$ cat src/inc/sffe_pkg.sv
// Function
// - io level governs virtual interrupt handling
// - nested task flag bit 14, read by return
// - task switch with nest request sets nested flag
// - legacy return with nested flag switches task
// - resume flag bit 16 suppresses repeat breakpoint
// - resume flag clears on retire, sometimes deferred
// - stacked image resume one, breakpoint gives zero
// - reloaded resume flag held until instruction completes
// - emulation mode bit 17, pop leaves it
// - alignment check bit 18 faults at level 3
// - virtual flag bit 19 active below level 3
// - active virtual flag takes interrupt enable changes
// - long mode honours virtual flags only with pvi
// - virtual pending bit 20, software written
// - enable while pending raises protection fault
// - probe bit 21 writable when query exists
// - feature register at index c0000080, privileged
// - bits 63:16, 9 zero; 7:1 read zero
// - feature control bit positions fixed
// - interrupt enable bit 9 gates maskable interrupts
// - io level bits 13:12 gate io instructions
package sffe_pkg;
  // ==========================================
  // flags register layout
  localparam int SFFE_CF_BIT     = 0;
  localparam int SFFE_ONE_BIT    = 1;
  localparam int SFFE_IE_BIT     = 9;
  localparam int SFFE_IO_PRIVILEGE_LEVEL_LO    = 12;
  localparam int SFFE_IO_PRIVILEGE_LEVEL_HI    = 13;
  localparam int SFFE_NT_BIT     = 14;
  localparam int SFFE_RF_BIT     = 16;
  localparam int SFFE_VM_BIT     = 17;
  localparam int SFFE_AC_BIT     = 18;
  localparam int SFFE_VIF_BIT    = 19;
  localparam int SFFE_VIP_BIT    = 20;
  localparam int SFFE_ID_BIT     = 21;
  localparam int SFFE_FLAGS_W    = 22;
  // writable bits, reserved 15, 5, 3, 1 excluded
  localparam logic [21:0] SFFE_FLAGS_WMASK = 22'h3f7fd5;
  localparam logic [21:0] SFFE_FLAGS_RST   = 22'h000002;
  localparam logic [1:0]  SFFE_USER_LEVEL  = 2'h3;
  // ==========================================
  // extended feature enable register
  localparam logic [31:0] SFFE_EXTENDED_FEATURE_ENABLE_INDEX = 32'hc000_0080;
  localparam int SFFE_SCE_BIT   = 0;
  localparam int SFFE_LME_BIT   = 8;
  localparam int SFFE_MBZ9_BIT  = 9;
  localparam int SFFE_LMA_BIT   = 10;
  localparam int SFFE_NXE_BIT   = 11;
  localparam int SFFE_SECURE_VIRTUALIZATION_ENABLE_BIT  = 12;
  localparam int SFFE_LONG_SEGMENT_LIMIT_ENABLE_BIT = 13;
  localparam int SFFE_FAST_STATE_SAVE_BIT = 14;
  localparam int SFFE_TCE_BIT   = 15;
  localparam logic [63:0] SFFE_EXTENDED_FEATURE_ENABLE_MBZ  = 64'hffff_ffff_ffff_0200;
  localparam logic [63:0] SFFE_EXTENDED_FEATURE_ENABLE_RWM  = 64'h0000_0000_0000_fd01;
  localparam logic [63:0] SFFE_EXTENDED_FEATURE_ENABLE_RST  = 64'h0000_0000_0000_0000;
endpackage

$ cat src/inc/sffe_msr_if.sv
// ==========================================
// model register access between core and feature register
interface sffe_msr_if;
  logic        wr;
  logic        rd;
  logic [31:0] index;
  logic [63:0] wdata;
  logic [1:0]  current_privilege_level;
  logic        paging;
  logic [63:0] rdata;
  logic        done;
  logic        gp;
  logic [63:0] extended_feature_enable;
  modport core (output wr, rd, index, wdata, current_privilege_level, paging,
                input rdata, done, gp, extended_feature_enable);
  modport regs (input wr, rd, index, wdata, current_privilege_level, paging,
                output rdata, done, gp, extended_feature_enable);
endinterface

$ cat src/verilog/sffe_extended_feature_enable.sv
module sffe_extended_feature_enable (
  // clock and reset
  input  wire logic   clk_in,
  input  wire logic   rst_n_in,
  input  wire logic   ce_in,
  // access port
  sffe_msr_if.regs    msr
);
  logic [63:0] extended_feature_enable_r;
  logic [63:0] wr_val;
  logic        hit;
  logic        priv_ok;
  logic        bad_wr;
  logic        lma_hw;

  // ==========================================
  // decode
  assign hit     = msr.index == sffe_pkg::SFFE_EXTENDED_FEATURE_ENABLE_INDEX;
  assign priv_ok = msr.current_privilege_level == 2'h0;
  assign lma_hw  = extended_feature_enable_r[sffe_pkg::SFFE_LME_BIT] & msr.paging;
  assign wr_val  = msr.wdata & sffe_pkg::SFFE_EXTENDED_FEATURE_ENABLE_RWM;
  // reserved ones, privilege or a forged active bit all refuse
  assign bad_wr  = (|(msr.wdata & sffe_pkg::SFFE_EXTENDED_FEATURE_ENABLE_MBZ))
                 | !priv_ok
                 | (msr.wdata[sffe_pkg::SFFE_LMA_BIT] != lma_hw);

  // register contents; active bit always follows hardware
  always_ff @(posedge clk_in or negedge rst_n_in) begin
    if (!rst_n_in) begin
      extended_feature_enable_r <= sffe_pkg::SFFE_EXTENDED_FEATURE_ENABLE_RST;
    end else if (ce_in) begin
      if (msr.wr && hit && !bad_wr) begin
        extended_feature_enable_r <= wr_val;
      end else begin
        extended_feature_enable_r[sffe_pkg::SFFE_LMA_BIT] <= lma_hw;
      end
    end
  end

  // answer: data, done and fault one cycle after the request
  always_ff @(posedge clk_in or negedge rst_n_in) begin
    if (!rst_n_in) begin
      msr.rdata <= 64'h0;
      msr.done  <= 1'b0;
      msr.gp    <= 1'b0;
    end else if (ce_in) begin
      msr.done  <= hit & (msr.wr | msr.rd);
      msr.gp    <= hit & ((msr.wr & bad_wr) | (msr.rd & !priv_ok));
      if (hit && msr.rd && priv_ok) begin
        msr.rdata <= extended_feature_enable_r & sffe_pkg::SFFE_EXTENDED_FEATURE_ENABLE_RWM;
      end
    end
  end

  assign msr.extended_feature_enable = extended_feature_enable_r;
endmodule

$ cat src/verilog/sffe_top.sv
module sffe_top #(
  parameter bit FEAT_QUERY_IMPL = 1'b1
) (
  // clock, reset, enable
  input  wire logic        mclk_in,
  input  wire logic        rst_n_in,
  input  wire logic        ce_in,
  // mode and privilege
  input  wire logic [1:0]  cpl_in,
  input  wire logic        emu_ext_in,
  input  wire logic        prot_vint_in,
  input  wire logic        align_mask_in,
  input  wire logic        paging_in,
  // model register access
  input  wire logic        msr_wr_in,
  input  wire logic        msr_rd_in,
  input  wire logic [31:0] msr_index_in,
  input  wire logic [63:0] msr_wdata_in,
  output logic [63:0]      msr_rdata_out,
  output logic             msr_done_out,
  output logic             msr_gp_out,
  output logic [63:0]      extended_feature_enable_out,
  // flags writes and events
  input  wire logic        flags_wr_in,
  input  wire logic [63:0] flags_wdata_in,
  input  wire logic        retire_in,
  input  wire logic        task_sw_in,
  input  wire logic        task_sw_nest_in,
  input  wire logic        task_sw_gate_in,
  input  wire logic [63:0] task_sw_flags_in,
  input  wire logic        interrupt_return_in,
  input  wire logic [63:0] interrupt_return_flags_in,
  input  wire logic        exc_in,
  input  wire logic        exc_ibp_in,
  input  wire logic        int_en_set_in,
  input  wire logic        int_en_clr_in,
  input  wire logic        io_instr_in,
  input  wire logic        mem_unaligned_in,
  input  wire logic        ibp_hit_in,
  // flag state and decisions
  output logic [63:0]      flags_out,
  output logic [63:0]      stacked_flags_out,
  output logic             int_admit_out,
  output logic             vif_active_out,
  output logic             interrupt_return_task_sw_out,
  output logic             ibp_db_out,
  output logic             gp_fault_out,
  output logic             ac_fault_out
);
  // ==========================================
  // reset release
  logic       rst_s1_r;
  logic       rst_s2_r;

  always_ff @(posedge mclk_in or negedge rst_n_in) begin
    if (!rst_n_in) begin
      rst_s1_r <= 1'b0;
      rst_s2_r <= 1'b0;
    end else begin
      rst_s1_r <= 1'b1;
      rst_s2_r <= rst_s1_r;
    end
  end

  wire logic rst_n = rst_s2_r;

  // ==========================================
  // feature register
  sffe_msr_if msr_bus ();

  assign msr_bus.wr     = msr_wr_in;
  assign msr_bus.rd     = msr_rd_in;
  assign msr_bus.index  = msr_index_in;
  assign msr_bus.wdata  = msr_wdata_in;
  assign msr_bus.current_privilege_level    = cpl_in;
  assign msr_bus.paging = paging_in;

  sffe_extended_feature_enable u_extended_feature_enable (
    .clk_in   (mclk_in),
    .rst_n_in (rst_n),
    .ce_in    (ce_in),
    .msr      (msr_bus.regs)
  );

  assign msr_rdata_out = msr_bus.rdata;
  assign msr_done_out  = msr_bus.done;
  assign msr_gp_out    = msr_bus.gp;
  assign extended_feature_enable_out      = msr_bus.extended_feature_enable;

  // ==========================================
  // flag state
  logic [21:0] flags_r;
  logic [21:0] flags_nxt;
  logic        rf_r;
  logic        rf_hold_r;
  logic        rf_nxt;
  logic        rf_hold_nxt;
  logic        long_mode;
  logic [1:0]  io_privilege_level;
  logic        vif_act;
  logic        vint_gp;
  logic        io_gp;
  logic [21:0] wmask;
  logic [21:0] pop_mask;
  logic [21:0] img;

  assign long_mode = msr_bus.extended_feature_enable[sffe_pkg::SFFE_LMA_BIT];
  assign io_privilege_level      = flags_r[sffe_pkg::SFFE_IO_PRIVILEGE_LEVEL_HI:sffe_pkg::SFFE_IO_PRIVILEGE_LEVEL_LO];
  assign img       = {flags_r[21:17], rf_r, flags_r[15:0]};

  // probe bit only movable when the query instruction exists
  assign wmask = FEAT_QUERY_IMPL ? sffe_pkg::SFFE_FLAGS_WMASK
               : sffe_pkg::SFFE_FLAGS_WMASK
                 & ~(22'h1 << sffe_pkg::SFFE_ID_BIT);

  // pop may not touch emulation mode
  assign pop_mask = wmask & ~(22'h1 << sffe_pkg::SFFE_VM_BIT);

  // virtual interrupt mechanism: long mode only via pvi
  always_comb begin
    if (long_mode) begin
      vif_act = prot_vint_in;
    end else begin
      vif_act = emu_ext_in | prot_vint_in;
    end
    vif_act = vif_act && (io_privilege_level < sffe_pkg::SFFE_USER_LEVEL);
  end

  // enabling while a virtual interrupt pends is refused
  assign vint_gp = vif_act & int_en_set_in
                 & flags_r[sffe_pkg::SFFE_VIP_BIT];

  // io instruction at a weaker level than allowed
  assign io_gp = io_instr_in & (cpl_in > io_privilege_level);

  // next flags: task switch, then return, then pop, then sti/cli
  always_comb begin
    flags_nxt = flags_r;
    if (task_sw_in) begin
      flags_nxt = (task_sw_flags_in[21:0] & sffe_pkg::SFFE_FLAGS_WMASK)
                | sffe_pkg::SFFE_FLAGS_RST;
      if (!FEAT_QUERY_IMPL) begin
        flags_nxt[sffe_pkg::SFFE_ID_BIT] = 1'b0;
      end
      if (task_sw_nest_in) begin
        flags_nxt[sffe_pkg::SFFE_NT_BIT] = 1'b1;
      end
    end else if (interrupt_return_in) begin
      flags_nxt = (interrupt_return_flags_in[21:0] & wmask)
                | sffe_pkg::SFFE_FLAGS_RST;
    end else if (flags_wr_in) begin
      flags_nxt = (flags_r & ~pop_mask)
                | (flags_wdata_in[21:0] & pop_mask);
    end else if ((int_en_set_in || int_en_clr_in) && !vint_gp) begin
      if (vif_act) begin
        flags_nxt[sffe_pkg::SFFE_VIF_BIT] = int_en_set_in;
      end else begin
        flags_nxt[sffe_pkg::SFFE_IE_BIT] = int_en_set_in;
      end
    end
    flags_nxt[sffe_pkg::SFFE_RF_BIT] = 1'b0;
  end

  // architectural flag bits other than resume
  always_ff @(posedge mclk_in or negedge rst_n) begin
    if (!rst_n) begin
      flags_r <= sffe_pkg::SFFE_FLAGS_RST;
    end else if (ce_in) begin
      flags_r <= flags_nxt;
    end
  end

  // ==========================================
  // resume flag; cleared at retirement or written by a flags load, not by a fault, so a faulting
  // instruction restarts with it still set
  // same priority as the other flag bits, so the image agrees
  always_comb begin
    rf_nxt      = rf_r;
    rf_hold_nxt = rf_hold_r;
    if (task_sw_in) begin
      rf_nxt      = task_sw_flags_in[sffe_pkg::SFFE_RF_BIT];
      rf_hold_nxt = task_sw_gate_in;
    end else if (interrupt_return_in) begin
      rf_nxt      = interrupt_return_flags_in[sffe_pkg::SFFE_RF_BIT];
      rf_hold_nxt = interrupt_return_flags_in[sffe_pkg::SFFE_RF_BIT];
    end else if (flags_wr_in) begin
      rf_nxt      = flags_wdata_in[sffe_pkg::SFFE_RF_BIT];
      rf_hold_nxt = 1'b0;
    end else if (retire_in) begin
      // deferred case spends its one extra instruction here
      if (rf_hold_r) begin
        rf_hold_nxt = 1'b0;
      end else begin
        rf_nxt = 1'b0;
      end
    end
  end

  // resume state registers
  always_ff @(posedge mclk_in or negedge rst_n) begin
    if (!rst_n) begin
      rf_r      <= 1'b0;
      rf_hold_r <= 1'b0;
    end else if (ce_in) begin
      rf_r      <= rf_nxt;
      rf_hold_r <= rf_hold_nxt;
    end
  end

  // ==========================================
  // stacked image on exception entry
  always_ff @(posedge mclk_in or negedge rst_n) begin
    if (!rst_n) begin
      stacked_flags_out <= 64'h0;
    end else if (ce_in && exc_in) begin
      stacked_flags_out <= {42'h0, img};
      // breakpoint entry must not hide its own restart
      stacked_flags_out[sffe_pkg::SFFE_RF_BIT] <= !exc_ibp_in;
    end
  end

  // ==========================================
  // visible state
  always_ff @(posedge mclk_in or negedge rst_n) begin
    if (!rst_n) begin
      flags_out      <= 64'h2;
      int_admit_out  <= 1'b0;
      vif_active_out <= 1'b0;
    end else if (ce_in) begin
      flags_out      <= {42'h0, flags_nxt[21:17],
                         rf_nxt, flags_nxt[15:0]};
      int_admit_out  <= flags_nxt[sffe_pkg::SFFE_IE_BIT];
      vif_active_out <= vif_act;
    end
  end

  // ==========================================
  // decision pulses, one cycle after the cause
  always_ff @(posedge mclk_in or negedge rst_n) begin
    if (!rst_n) begin
      interrupt_return_task_sw_out <= 1'b0;
      ibp_db_out       <= 1'b0;
      gp_fault_out     <= 1'b0;
      ac_fault_out     <= 1'b0;
    end else if (ce_in) begin
      // legacy return out of a nested task switches back
      interrupt_return_task_sw_out <= interrupt_return_in & !long_mode
                        & flags_r[sffe_pkg::SFFE_NT_BIT];
      ibp_db_out       <= ibp_hit_in & !rf_r;
      gp_fault_out     <= vint_gp | io_gp;
      ac_fault_out     <= mem_unaligned_in & align_mask_in
                        & flags_r[sffe_pkg::SFFE_AC_BIT]
                        & (cpl_in == sffe_pkg::SFFE_USER_LEVEL);
    end
  end
endmodule

$ cat config.mk
export PLATFORM = sky130hd
export DESIGN_NAME = sffe_top
export DESIGN_NICKNAME = d
export VERILOG_FILES = /design/src/inc/sffe_pkg.sv /design/src/inc/sffe_msr_if.sv /design/src/verilog/sffe_extended_feature_enable.sv /design/src/verilog/sffe_top.sv
export SDC_FILE = /design/constraint.sdc
export NUM_CORES = 1
export LEC_CHECK = 0
export ABC_AREA = 1
export BUFFER_PORTS_ARGS = -buffer_cell sky130_fd_sc_hd__buf_2
export CAP_MARGIN = 0
export CORE_AREA = 5 5 218 220
export CTS_CLUSTER_DIAMETER = 120
export DETAILED_ROUTE_END_ITERATION = 7
export DIE_AREA = 0 0 223 225
export PLACE_DENSITY_LB_ADDON = 0.25
export SETUP_SLACK_MARGIN = 0.4
export SYNTH_ARGS = -nofsm -noshare
export SYNTH_HDL_FRONTEND = slang
export SYNTH_SLANG_ARGS = --single-unit
$ cat constraint.sdc
create_clock -name mclk_in -period 2.1 [get_ports mclk_in]
set_input_delay 0.21 -clock mclk_in [delete_from_list [all_inputs] [get_ports mclk_in]]
set_output_delay 0.21 -clock mclk_in [all_outputs]
set_load 0.1 [all_outputs]
==> results.toml <==
[outcome]
status = "completed"

[global_route]
antenna_found_initial = 3
grt_usage_pct = 7.15
grt-ovfl-total = 0
grt_pass1_vias = 4079
grt_max_degree = 35
grt_pass1_wl_um = 26700

[min_path]
holdPathStages = 2
hold_end = "stacked_flags_out[16]"
min_from = "exc_ibp_in"
min_path_type = "in2reg"

[clock_tree]
insertion_delay_ps = 350
h-tree-depth = 3
clkTransAtPathRegs_ps = 60
clock-sinks = 64
root_buffer = "clkbuf_16"
cts_tree = "done"
cts_buffers = 9
clockBufferDepth = 2

[finish]
multiInputGateArea_mm2 = 0.00227
antenna_cells = 0
fill_cells = 5272
mostFrequentLayoutCells = "buf_2 (227), conb_1 (203), nand2_1 (113), nor2_1 (70), dfrtp_1 (60)"
drive_above_1_share_pct = 34.0
fin_nets = 1161
final_util_pct = 14.0
stdcell_count = 1452
syn2layout_area_growth_pct = 31.5
layout_commonest_cell = "buf_2"
regArea_mm2 = 0.00161

[detailed_routing]
drt_iter0_markers = 163
routed_via_density = 2.90
dr.pass1.iters = 5
remaining_drc_errors = 0
wl_per_cell_um = 13.4
num_vias = 4217
ant_nets = 0
routed_wl_um = 19500

[power_and_ir_drop]
ir_drop_mv = 0.577
leakage_nw = 3.35
p_total_mw = 6.33
power_density_mw_per_mm2 = 1000

[sta]
rsz0062_at_grt = "false"
setup_viol = 0
period_needed_ps = 1590
period_share_pct = 75.8
hold_violations = 0
fin_worst_skew_ps = 10.5
fmaxAchievable_mhz = 628
maxSlewViolCount = 0
tns_ps = 0
max_slew_margin_pct = 60.6
worstMarginPinSlew_ps = 590

[floorplanning]
rows = 78
initial_core_util_pct = 10.7
chipHeight_um = 225
die_w_um = 223
core_mm2 = 0.0451
io_pins = 576
die_area_mm2 = 0.0502

[critical_path]
crit_arrival_ps = 1380
path_buf_inv = 1
cp.required_ps = 1890
critical_path.slowest_cell = "dfrtp_1"
critPathMaxFanout = 4
path_class = "reg2out"
reg2reg_depth = 9
crit_chain = "buf_2"
max_stage_delay_ps = 530
r2r_slack_ps = 580
cp-end-kind = "primary output"
cpLargestDelayFamily = "flip-flops"
worst_setup_path_start_kind = "flop"

[placement]
dp_cells = 1433
place_hpwl_um = 16400
port_buffers = 227
routabilityCongestion = 0.808

[yosys]
synth.area.mux_share_pct = 3.04
synthSimpleGateAreaFrac_pct = 21.7
avgSynthCellArea_um2 = 7.91
synth_top_family_by_area = "buffers and inverters"
synth_xor_area_share_pct = 0
seq_area_frac_synth_pct = 33.3
synth_area_mm2 = 0.00481
ys.warnings.count = 0
ys_types = 35
synth_cells = 608
synth_compound_area_share_pct = 6.01
ys_ff_latch = 64
synth_fa_ha_area_share_pct = 0.520

[job]
cap_violations = 0
-- power by group --
part	switching, mW	leakage [nW]	internal [mW]
combinational	2.95	2.41	0.350
clock	0.600	0.145	0.949
sequential	0.110	0.790	1.37
-- cell usage after synthesis --
cell      instances  area (µm²)
nor3_4            1        16.3
a21boi_0          1        7.51
mux2_2           13         146
nand2_1         114         428
ha_1              2        25.0
nand3_1          30         150
clkbuf_1          6        22.5
nand3_2           2        20.0
and2_1            2        12.5
a21o_1            1        7.51
buf_2             5        25.0
a22oi_1           1        7.51
and2_0            1        6.26
a21oi_1           4        20.0
a21oi_2           1        8.76
nor2_1           71         267
nor2_4            1        11.3
dfrtp_1          63        1580
and3b_1           1        8.76
o21ai_0          13        65.1
buf_4           207        1550
a31oi_1           2        12.5
nor2_2            2        12.5
dfstp_2           1        26.3
o211ai_1          2        15.0
inv_2             2        7.51
o21ai_1           1        5.00
conb_1            2        7.51
nand2_4           1        11.3
or2_2             2        12.5
nand4_1          14        87.6
o41ai_1           2        17.5
inv_1            20        75.1
clkinv_1          3        11.3
a41oi_1          14         123
-- per-layer routing --
metal  vias up  global-route usage [%]  routed length, µm
met5         -                       0                 28
met1      1954                    9.46               8480
met2       204                    11.5               9340
met4         6                    2.49                284
li1       2035                       -                  -
met3        18                    1.64               1350
-- stage by stage --
stage	worst slack (ps)	area [µm²]	hold slack [ps]
2_1_floorplan	412	5570	-85.6
3_3_place_gp	341	5980	-3.84
3_5_place_dp	349	5980	-1.61
4_1_cts	425	6320	44.2
5_1_grt	420	6320	77.3
6_report	508	6320	75.5
-- kinds of logic after synthesis --
logic type | Yosys count
buffers and inverters | 243
other | 2
adder cells (fa/ha/maj) | 2
AO/OA/AOI/OAI | 42
multiplexers | 13
flip-flops | 64
AND/OR/NAND/NOR | 242
-- repair_timing --
action,in CTS,in global routing
pin swaps,1,1
gates resized for setup,0,2
buffers inserted,2,0
endpoints found under the setup margin,7,8
gates cloned,0,0
hold endpoints to repair,2,0
hold buffers,1,0
-- worst max-delay path by stage --
stage | end | from | slack, ps | cells past startpoint
floorplan | flags_out[19] | flop | 410 | 9
global placement | flop | msr_wdata_in[62] | 340 | 9
detailed placement | flop | flop | 350 | 9
CTS | flop | flop | 430 | 9
global route | flop | flop | 420 | 9
finish | flags_out[18] | flags_out[18] | 510 | 1
-- layout make-up --
| cell class | instances | area share [%] |
|---|---|---|
| flip-flops and latches | 64 | 25.5 |
| well taps | 600 | 11.9 |
| clock buffers | 11 | 3.84 |
| repair buffers | 245 | 20.5 |
| clock inverters | 5 | 0.891 |
| inverters | 25 | 1.48 |
| multi-input cells | 502 | 35.9 |
-- sequential cells by signal, summed over array words and instances, names as in the netlist, 8 cells and up --
name / count
flags_out: 19
u_extended_feature_enable.msr.extended_feature_enable: 8
u_extended_feature_enable.msr.rdata: 8
stacked_flags_out: 19
No activity file was read; power rests on OpenSTA's default activity.
